==> src/eiu_pkg.sv <==
// ==========================================================
// Register map
package eiu_pkg;
	localparam int         NUM_LINES      = 16;
	localparam int         ADDR_W         = 12;
	localparam int         DATA_W         = 32;

	// Printed offsets are indices; byte address is four times the index
	localparam logic [7:0] IDX_NMI_CTRL   = 8'h02;
	localparam logic [7:0] IDX_NMI_FLAG   = 8'h03;
	localparam logic [7:0] IDX_EVT_CTRL   = 8'h04;
	localparam logic [7:0] IDX_IE_CLEAR   = 8'h08;
	localparam logic [7:0] IDX_IE_SET     = 8'h0c;

	localparam logic [ADDR_W-1:0] ADDR_NMI_CTRL = {2'b00, IDX_NMI_CTRL, 2'b00};
	localparam logic [ADDR_W-1:0] ADDR_NMI_FLAG = {2'b00, IDX_NMI_FLAG, 2'b00};
	localparam logic [ADDR_W-1:0] ADDR_EVT_CTRL = {2'b00, IDX_EVT_CTRL, 2'b00};
	localparam logic [ADDR_W-1:0] ADDR_IE_CLEAR = {2'b00, IDX_IE_CLEAR, 2'b00};
	localparam logic [ADDR_W-1:0] ADDR_IE_SET   = {2'b00, IDX_IE_SET, 2'b00};

	// ==========================================================
	// Field layout
	localparam int         FILT_BIT       = 3;
	localparam int         SENSE_LSB      = 0;
	localparam int         SENSE_W        = 3;
	localparam int         FLAG_BIT       = 0;

	// ==========================================================
	// Sense encodings
	localparam logic [SENSE_W-1:0] SENSE_NONE = 3'h0;
	localparam logic [SENSE_W-1:0] SENSE_RISE = 3'h1;
	localparam logic [SENSE_W-1:0] SENSE_FALL = 3'h2;
	localparam logic [SENSE_W-1:0] SENSE_BOTH = 3'h3;
	localparam logic [SENSE_W-1:0] SENSE_HIGH = 3'h4;
	localparam logic [SENSE_W-1:0] SENSE_LOW  = 3'h5;

	// ==========================================================
	// Reset values and timing
	localparam logic [7:0]           RST_NMI_CTRL = 8'h00;
	localparam logic [7:0]           RST_NMI_FLAG = 8'h00;
	localparam logic [NUM_LINES-1:0] RST_EVT_CTRL = 16'h0000;
	localparam logic [NUM_LINES-1:0] RST_IE       = 16'h0000;
	localparam int                   FILT_LEN     = 3;
endpackage

==> src/eiu_det_if.sv <==
`timescale 1ns/1ps
// ==========================================================
// Control and result of the nonmaskable pin detector
interface eiu_det_if;
	import eiu_pkg::*;
	logic [SENSE_W-1:0] sense;
	logic               filt_en;
	logic               level;
	logic               detect;
	modport ctrl (output sense, output filt_en, input level, input detect);
	modport det  (input sense, input filt_en, output level, output detect);
endinterface

==> src/eiu_nmi_det.sv <==
`timescale 1ns/1ps
// ==========================================================
// Pin synchroniser, filter and sense match
module eiu_nmi_det
	import eiu_pkg::*;
#(
	parameter int FLEN = FILT_LEN
) (
	input  wire logic clk,
	input  wire logic rst,
	input  wire logic pin,
	eiu_det_if.det    dbus
);
	logic            s1_r;
	logic            s2_r;
	logic            s3_r;
	logic            stable_r;
	logic [FLEN-1:0] hist_r;
	logic            lvl_r;
	logic            prev_r;

	always_ff @(posedge clk) begin
		if (rst) begin
			s1_r <= 1'b0;
			s2_r <= 1'b0;
			s3_r <= 1'b0;
		end else begin
			s1_r <= pin;
			s2_r <= s1_r;
			s3_r <= s2_r;
		end
	end

	// A change counts only once two late stages agree
	always_ff @(posedge clk) begin
		if (rst) begin
			stable_r <= 1'b0;
		end else if (s2_r == s3_r) begin
			stable_r <= s3_r;
		end
	end

	always_ff @(posedge clk) begin
		if (rst) begin
			hist_r <= '0;
		end else begin
			hist_r <= {hist_r[FLEN-2:0], stable_r};
		end
	end

	// Filter costs FLEN cycles of latency but rejects short glitches
	always_ff @(posedge clk) begin
		if (rst) begin
			lvl_r <= 1'b0;
		end else if (!dbus.filt_en) begin
			lvl_r <= stable_r;
		end else if (&hist_r) begin
			lvl_r <= 1'b1;
		end else if (~|hist_r) begin
			lvl_r <= 1'b0;
		end
	end

	always_ff @(posedge clk) begin
		if (rst) begin
			prev_r <= 1'b0;
		end else begin
			prev_r <= lvl_r;
		end
	end

	assign dbus.level = lvl_r;

	always_comb begin
		unique case (dbus.sense)
			SENSE_NONE: dbus.detect = 1'b0;
			SENSE_RISE: dbus.detect = lvl_r & ~prev_r;
			SENSE_FALL: dbus.detect = ~lvl_r & prev_r;
			SENSE_BOTH: dbus.detect = lvl_r ^ prev_r;
			SENSE_HIGH: dbus.detect = lvl_r;
			SENSE_LOW: dbus.detect = ~lvl_r;
			default: dbus.detect = 1'b0;
		endcase
	end
endmodule

==> src/eiu_top.sv <==
`timescale 1ns/1ps
// Operation
// - Bit 3 of nonmaskable control enables the input filter.
// - Sense codes 0..3: none, rising, falling, both edges.
// - Sense 4 high level, 5 low level; 6 and 7 reserved, no detect.
// - A sense match sets the nonmaskable flag and request, no enable.
// - Writing one to flag bit 0 clears it; zero leaves it.
// - One event output enable per line in low 16 bits.
// - Enabled line produces an event on each detection, else none.
// - Writing one to enable-clear clears that line enable.
// - Reading enable-clear returns current line enables.
// - Nonmaskable control resets to zero.
// - Event control and line enables reset to zero.
// - Line flag requests an interrupt only while enabled.
// - Writing one to enable-set sets that line enable.
module eiu_top
	import eiu_pkg::*;
(
	input  wire logic                          MCLK,
	input  wire logic                          RST,
	input  wire logic                          PSEL,
	input  wire logic                          PENABLE,
	input  wire logic                          PWRITE,
	input  wire logic [eiu_pkg::ADDR_W-1:0]    PADDR,
	input  wire logic [eiu_pkg::DATA_W-1:0]    PWDATA,
	input  wire logic [3:0]                    PSTRB,
	output logic                               PREADY,
	output logic [eiu_pkg::DATA_W-1:0]         PRDATA,
	output logic                               PSLVERR,
	input  wire logic                          WPROT_ACTIVE,
	input  wire logic                          NMI_PIN,
	input  wire logic [eiu_pkg::NUM_LINES-1:0] LINE_DETECT,
	input  wire logic [eiu_pkg::NUM_LINES-1:0] LINE_FLAG,
	output logic                               NMI_IRQ,
	output logic [eiu_pkg::NUM_LINES-1:0]      LINE_EVENT,
	output logic [eiu_pkg::NUM_LINES-1:0]      LINE_IRQ
);
	import eiu_pkg::*;

	// ==========================================================
	// Declarations
	logic                 filt_en_r;
	logic [SENSE_W-1:0]   sense_r;
	logic                 nmi_flag_r;
	logic                 nmi_flag_nxt;
	logic [NUM_LINES-1:0] evt_en_r;
	logic [NUM_LINES-1:0] ie_r;
	logic [NUM_LINES-1:0] ie_nxt;
	logic                 pready_r;
	logic [DATA_W-1:0]    prdata_r;
	logic [DATA_W-1:0]    rd_nxt;
	logic                 pslverr_r;
	logic                 nmi_irq_r;
	logic [NUM_LINES-1:0] line_evt_r;
	logic [NUM_LINES-1:0] line_irq_r;
	logic                 setup;
	logic                 wr_fire;
	logic                 wr_prot_ok;
	logic                 sel_ctrl;
	logic                 sel_flag;
	logic                 sel_evt;
	logic                 sel_clr;
	logic                 sel_set;
	logic                 mapped;
	logic [NUM_LINES-1:0] lane_m;
	logic [NUM_LINES-1:0] wr_bits;

	eiu_det_if dif ();

	eiu_nmi_det #(
		.FLEN (FILT_LEN)
	) u_det (
		.clk  (MCLK),
		.rst  (RST),
		.pin  (NMI_PIN),
		.dbus (dif.det)
	);

	assign dif.sense   = sense_r;
	assign dif.filt_en = filt_en_r;

	// ==========================================================
	// APB decode
	assign sel_ctrl   = (PADDR == ADDR_NMI_CTRL);
	assign sel_flag   = (PADDR == ADDR_NMI_FLAG);
	assign sel_evt    = (PADDR == ADDR_EVT_CTRL);
	assign sel_clr    = (PADDR == ADDR_IE_CLEAR);
	assign sel_set    = (PADDR == ADDR_IE_SET);
	assign mapped     = sel_ctrl | sel_flag | sel_evt | sel_clr | sel_set;
	assign setup      = PSEL & ~PENABLE;
	assign wr_fire    = PSEL & PENABLE & pready_r & PWRITE & mapped;
	assign wr_prot_ok = wr_fire & ~WPROT_ACTIVE;
	assign lane_m     = {{8{PSTRB[1]}}, {8{PSTRB[0]}}};
	assign wr_bits    = PWDATA[NUM_LINES-1:0] & lane_m;

	// One wait-free access phase: answer is prepared during setup
	always_ff @(posedge MCLK) begin
		if (RST) begin
			pready_r <= 1'b0;
		end else begin
			pready_r <= setup;
		end
	end

	always_ff @(posedge MCLK) begin
		if (RST) begin
			pslverr_r <= 1'b0;
		end else begin
			pslverr_r <= setup & ~mapped;
		end
	end

	always_comb begin
		rd_nxt = '0;
		if (sel_ctrl) begin
			rd_nxt[FILT_BIT]                      = filt_en_r;
			rd_nxt[SENSE_LSB +: SENSE_W]          = sense_r;
		end else if (sel_flag) begin
			rd_nxt[FLAG_BIT]                      = nmi_flag_r;
		end else if (sel_evt) begin
			rd_nxt[NUM_LINES-1:0]                 = evt_en_r;
		end else if (sel_clr | sel_set) begin
			rd_nxt[NUM_LINES-1:0]                 = ie_r;
		end
	end

	always_ff @(posedge MCLK) begin
		if (RST) begin
			prdata_r <= '0;
		end else if (setup & ~PWRITE) begin
			prdata_r <= rd_nxt;
		end
	end

	// ==========================================================
	// Nonmaskable control
	always_ff @(posedge MCLK) begin
		if (RST) begin
			filt_en_r <= RST_NMI_CTRL[FILT_BIT];
			sense_r   <= RST_NMI_CTRL[SENSE_LSB +: SENSE_W];
		end else if (wr_prot_ok & sel_ctrl & PSTRB[0]) begin
			filt_en_r <= PWDATA[FILT_BIT];
			sense_r   <= PWDATA[SENSE_LSB +: SENSE_W];
		end
	end

	// ==========================================================
	// Nonmaskable flag: a new match wins over a clear
	always_comb begin
		nmi_flag_nxt = nmi_flag_r;
		if (wr_fire & sel_flag & PSTRB[0] & PWDATA[FLAG_BIT]) begin
			nmi_flag_nxt = 1'b0;
		end
		if (dif.detect) begin
			nmi_flag_nxt = 1'b1;
		end
	end

	always_ff @(posedge MCLK) begin
		if (RST) begin
			nmi_flag_r <= RST_NMI_FLAG[FLAG_BIT];
		end else begin
			nmi_flag_r <= nmi_flag_nxt;
		end
	end

	// Request tracks the flag with no enable in the way
	always_ff @(posedge MCLK) begin
		if (RST) begin
			nmi_irq_r <= 1'b0;
		end else begin
			nmi_irq_r <= nmi_flag_nxt;
		end
	end

	// ==========================================================
	// Event output enables
	always_ff @(posedge MCLK) begin
		if (RST) begin
			evt_en_r <= RST_EVT_CTRL;
		end else if (wr_prot_ok & sel_evt) begin
			evt_en_r <= (evt_en_r & ~lane_m) | wr_bits;
		end
	end

	// ==========================================================
	// Line interrupt enables, set and clear views
	always_comb begin
		ie_nxt = ie_r;
		if (wr_prot_ok & sel_clr) begin
			ie_nxt = ie_r & ~wr_bits;
		end else if (wr_prot_ok & sel_set) begin
			ie_nxt = ie_r | wr_bits;
		end
	end

	always_ff @(posedge MCLK) begin
		if (RST) begin
			ie_r <= RST_IE;
		end else begin
			ie_r <= ie_nxt;
		end
	end

	// ==========================================================
	// Per-line event and request gating
	for (genvar g = 0; g < NUM_LINES; g++) begin : g_line
		always_ff @(posedge MCLK) begin
			if (RST) begin
				line_evt_r[g] <= 1'b0;
				line_irq_r[g] <= 1'b0;
			end else begin
				line_evt_r[g] <= LINE_DETECT[g] & evt_en_r[g];
				line_irq_r[g] <= LINE_FLAG[g] & ie_r[g];
			end
		end
	end

	assign PREADY     = pready_r;
	assign PRDATA     = prdata_r;
	assign PSLVERR    = pslverr_r;
	assign NMI_IRQ    = nmi_irq_r;
	assign LINE_EVENT = line_evt_r;
	assign LINE_IRQ   = line_irq_r;
endmodule

==> config.mk <==
export PLATFORM = sky130hd
export DESIGN_NAME = eiu_top
export DESIGN_NICKNAME = d
export VERILOG_FILES = /design/src/eiu_pkg.sv /design/src/eiu_det_if.sv /design/src/eiu_nmi_det.sv /design/src/eiu_top.sv
export SDC_FILE = /design/constraint.sdc
export NUM_CORES = 1
export LEC_CHECK = 0
export ABC_AREA = 1
export BUFFER_PORTS_ARGS = -buffer_cell sky130_fd_sc_hd__buf_4
export CAP_MARGIN = 0
export CELL_PAD_IN_SITES_DETAIL_PLACEMENT = 0
export CELL_PAD_IN_SITES_GLOBAL_PLACEMENT = 1
export CORE_MARGIN = 8
export CORE_UTILIZATION = 30
export CTS_CLUSTER_DIAMETER = 100
export DETAILED_ROUTE_END_ITERATION = 12
export PLACE_DENSITY = 0.74
export SYNTH_ARGS = -nofsm -noshare
export SYNTH_HDL_FRONTEND = slang
export SYNTH_SLANG_ARGS = --single-unit
export TNS_END_PERCENT = 10
==> constraint.sdc <==
create_clock -name MCLK -period 2.56 [get_ports MCLK]
set_input_delay 0.512 -clock MCLK [delete_from_list [all_inputs] [get_ports MCLK]]
set_output_delay 0.512 -clock MCLK [all_outputs]
set_load 0.02 [all_outputs]
## Yosys cells after proc, flatten, opt, wreduce, memory -nomap -nowiden

Cells that the tools add are included.

- Bits in registers: 96
- Logic and storage cells: 146

- Equality and inequality tests: 12
- Multiplexer cells: 14
- Bitwise operators: 69
- Reduce and logical (&&, ||, !) cells: 4

Operators with widths:

| operator | count |
|---|---|
| $mux 16 | 4 |
| $and 1x1->1 | 50 |
| $and 16x16->16 | 3 |
| $not 16->16 | 2 |
| $or 16x16->16 | 2 |
| $eq 12x4->1 const B | 2 |
| $eq 12x6->1 const B | 2 |
| $mux 15 | 1 |
| $eq 12x5->1 const B | 1 |
| $mux 12 | 1 |
| $eq 3x2->1 const B | 2 |
| $eq 3x3->1 const B | 2 |
| $mux 1 | 6 |
| $not 1->1 | 6 |
| $or 1x1->1 | 5 |
| $pmux 1 s5 | 1 |
| $mux 4 | 1 |
| $reduce_bool 2->1 | 2 |
| $eq 3x1->1 const B | 1 |
| $ne 3x2->1 const B | 1 |
| $reduce_and 3->1 | 1 |
| $reduce_or 3->1 | 1 |
| $eq 1x1->1 | 1 |
| $xor 1x1->1 | 1 |

## Logic depth before layout (Yosys ltp)

- Depth after elaboration: 11
- Mapped depth: 11
- Gate-level depth less buffers: 11

## Cells and area by module

Synthesis repeated with hierarchy kept, for this count alone.

- Cell total of the unflattened synthesis: 581
- Area, all modules: 4212.8 sq um

Modules (own cells, without submodules):

| module | instances | cells an instance | area an instance (sq um) | sequential area each (sq um) |
|---|---|---|---|---|
| eiu_top | 1 | 534 | 3823.7 | 1741.7 |
| eiu_nmi_det | 1 | 47 | 389.1 | 180.2 |

## Worst setup path before layout

Ideal clock, no wire load.

- Path type: input-to-reg
- Start: input port PADDR[0] (netlist bit)
- End: register with a tool-made name
- Library setup time: 116 ps
- Data arrival time: 1581 ps
- Required time: 2444 ps
- Slack: 863 ps
- Cell stages on the path: 9
- Buffers on the path: 1
- Cells stage by stage: inv_1 > nand3_1 > nor2_1 > nand2_2 > nand3_4 > nand4_2 > clkbuf_2 > o21ai_0 > nor2_1

RTL lines:

| element | RTL line | text |
|---|---|---|
| from (decl) | eiu_top.sv:24 | `input wire logic [eiu_pkg::ADDR_W-1:0] PADDR,` |

==> run metrics <==
Residual DRC 0; leakage power 2.255 nW; max_cap viols 0; Crit path max-delay family simple AND/OR/NAND/NOR gates; layout cells sized above 1 0.2534; Clock Sink Count 96; syn_area_per_cell 7.440 um2; max_slew headroom 0.5820; antenna-violating nets left 0; crit path max fanout 8; initial antenna violation count 0; post-DP HPWL 8449 um; Filler cells 1398; routed wire length 11590 um; port bufs 119; Max H-tree Level 3; Ports 154; Ys Warns 0; Syn Std Cell Area 0.003995 mm2; setup violators final 0; largest net degree at the start of global routing 57; DR vias 3614; Switching Share 0.2159; Startpoint Class flip-flop; Buf/Inv on CP 1; area of the multi-input gates 0.001688 mm2; # diodes 0; vias in the first global route 3676; Clock power frac 0.465; DIE WIDTH 131.4 um; period utilization 0.7151; R2R setup slack 0.73 ns; Gate power share 0.064; critical path data arrival time 2.06 ns; TritonCTS buffer count 9; first-pass GRT wire length 18800 um; clock skew after layout 0.008973 ns; nature of the critical path endpoint flip-flop; core area 0.01314 mm2; sequential fraction of the synthesis area 0.4811; Clk Latency, worst-skew pair 0.35 ns; CP cell instances nand4_1, nor2_2, nand4_2, buf_4, o21ai_0, nor2_1; final RePlAce weighted congestion 0.8077; worst IR drop on VDD 0.3881 mV; Fin Setup TNS 0 ns; clk slew on worst S/H paths 0.06 ns; final hold violations 0; Die Span Y 131.4 um; Synth cell types 34; Highest Clock Rate 0.5462 GHz; slowest stage delay, CP 0.40 ns; GR Util All Layers 0.1362; unrepaired setup endpoints after global routing false; status complete, no violations; clk buf depth 2; Slowest-stage cell, CP nor2_2; Seq pwr share 0.471; PostCTS Resize Cnt 0; Tmin final 1.831 ns; Initial Utilization 0.3041; Slew @ Worst Pin 0.6270 ns; Setup Buffers After CTS 0; register area 0.001922 mm2; Root Buffer clkbuf_16; Avg Vias per Cell 4.349; Die Area 0.01727 mm2; Syn Inst Count 537; CTS tree yes; Routed WL per cell 13.95 um; Max Slew Vio Count 0; Pwr Density 597.7 mW/mm2; drt initial violations 235; P_sw 0.6876 mW; crit path kind flip-flop to flip-flop; Util after Layout 0.4055; Post-CTS Hold Buffers 0; Yosys reg bits 96; row cnt 42; Nets 739; worst min-delay path category input port to flip-flop; Int Pwr 2.497 mW; grt ovf 0; CP required 2.79 ns; Layout area overhead 33.35%; DR pass1 iterations 6
-- cells in the mapped netlist --
| cell | instances | area share |
|---|---|---|
| nand2_1 | 129 | 0.12 |
| inv_2 | 5 | 0.0047 |
| o22ai_1 | 4 | 0.0063 |
| o31ai_1 | 1 | 0.0019 |
| o2bb2ai_1 | 1 | 0.0022 |
| nor2_1 | 86 | 0.081 |
| nor2_8 | 1 | 0.0050 |
| clkbuf_1 | 12 | 0.011 |
| nand4_1 | 1 | 0.0016 |
| nor3_1 | 1 | 0.0013 |
| o21bai_1 | 2 | 0.0038 |
| nand3_1 | 17 | 0.021 |
| buf_1 | 2 | 0.0019 |
| o21ai_0 | 39 | 0.049 |
| conb_1 | 1 | 0.00094 |
| nor2_2 | 4 | 0.0063 |
| o21ai_1 | 17 | 0.021 |
| inv_1 | 54 | 0.051 |
| nand3_2 | 5 | 0.013 |
| nand2_2 | 2 | 0.0031 |
| nand3_4 | 3 | 0.013 |
| nand4_2 | 3 | 0.0094 |
| buf_4 | 16 | 0.030 |
| buf_6 | 2 | 0.0056 |
| a31oi_1 | 2 | 0.0031 |
| nand3b_1 | 1 | 0.0019 |
| a21oi_1 | 15 | 0.019 |
| a221oi_1 | 2 | 0.0044 |
| o21ai_2 | 4 | 0.0088 |
| dfxtp_1 | 96 | 0.48 |
| buf_2 | 4 | 0.0050 |
| o2111ai_1 | 2 | 0.0044 |
| ha_1 | 2 | 0.0063 |
| clkbuf_2 | 1 | 0.0013 |
-- power groups by stage --
stage	combinational, mW	sequential (mW)	clock, mW
2_1_floorplan	0.103	1.54	0
3_3_place_gp	0.200	1.53	0
3_5_place_dp	0.204	1.53	0
4_1_cts	0.204	1.50	1.53
5_1_grt	0.225	1.50	1.60
6_report	0.202	1.50	1.48
-- metal layers --
layer,GRT usage,vias to the layer above,wire (um)
met3,0.03849,8,565
li1,-,1891,-
met4,0.05743,0,147
met2,0.2234,87,5648
met1,0.1638,1628,5232
met5,0,-,0
-- worst paths after layout --
| check | endpoint | start | cells past startpoint |
|---|---|---|---|
| setup reg to reg | flip-flop | PREADY$_SDFF_PP0_ | 6 |
| setup / recovery | flip-flop | PREADY$_SDFF_PP0_ | 6 |
| hold reg to reg | u_det.s2_r$_SDFF_PP0_ | u_det.s1_r$_SDFF_PP0_ | 2 |
| hold / removal | u_det.s1_r$_SDFF_PP0_ | NMI_PIN | 3 |
-- cell usage in the layout (no fill, tap or decap), drive strengths merged --
cell type,count
a221oi,2
bufinv,2
clkinvlp,1
conb,16
nand3,25
o2111ai,2
dfxtp,96
nand2,131
inv,59
nand3b,1
buf,124
o21bai,2
o22ai,4
o21ai,60
nand4,4
nor3,1
ha,2
nor2,91
a21oi,15
clkinv,1
a31oi,2
o31ai,1
o2bb2ai,1
clkbuf,12
-- per-stage QoR --
| step | hold WS (ns) | worst slack [ns] | instance area (um2) | cells | total power, mW |
|---|---|---|---|---|---|
| 6_report | 0.3654 | 0.7292 | 5328 | 831 | 3.184 |
| 5_1_grt | 0.3685 | 0.5157 | 5328 | 831 | 3.327 |
| 4_1_cts | 0.3503 | 0.7130 | 5328 | 831 | 3.233 |
| 3_5_place_dp | 0.3981 | 0.3717 | 4995 | 815 | 1.738 |
| 3_3_place_gp | 0.3946 | 0.3971 | 4995 | 815 | 1.734 |
| 2_1_floorplan | 0.3883 | 0.8632 | 4051 | 552 | 1.639 |
-- cells by family (layout without fill, tap and decap cells) --
group | after synthesis | count (layout) | share of synthesized area
adder cells (fa/ha/maj) | 2 | 2 | 0.006263
AND/OR/NAND/NOR | 253 | 253 | 0.2775
other | 1 | 16 | 0.0009387
flip-flops | 96 | 96 | 0.4811
AO/OA/AOI/OAI | 89 | 89 | 0.1237
buffers and inverters | 96 | 199 | 0.1106
-- worst reg2reg max path: stages (launching register included) --
cell     delay (ns)
dfxtp_1        0.34
nand4_1        0.17
nor2_2         0.41
nand4_2        0.31
buf_4          0.27
o21ai_0        0.17
nor2_1         0.06
-- layout make-up --
cell class	count	share of cell area
Sequential cell	96	0.3607
Multi-Input combinational cell	360	0.3168
Timing Repair Buffer	124	0.1771
Clock buffer	12	0.04814
Inverter	59	0.04157
Tap cell	176	0.04133
Clock inverter	4	0.01433
(Power assumes the default switching activity.)
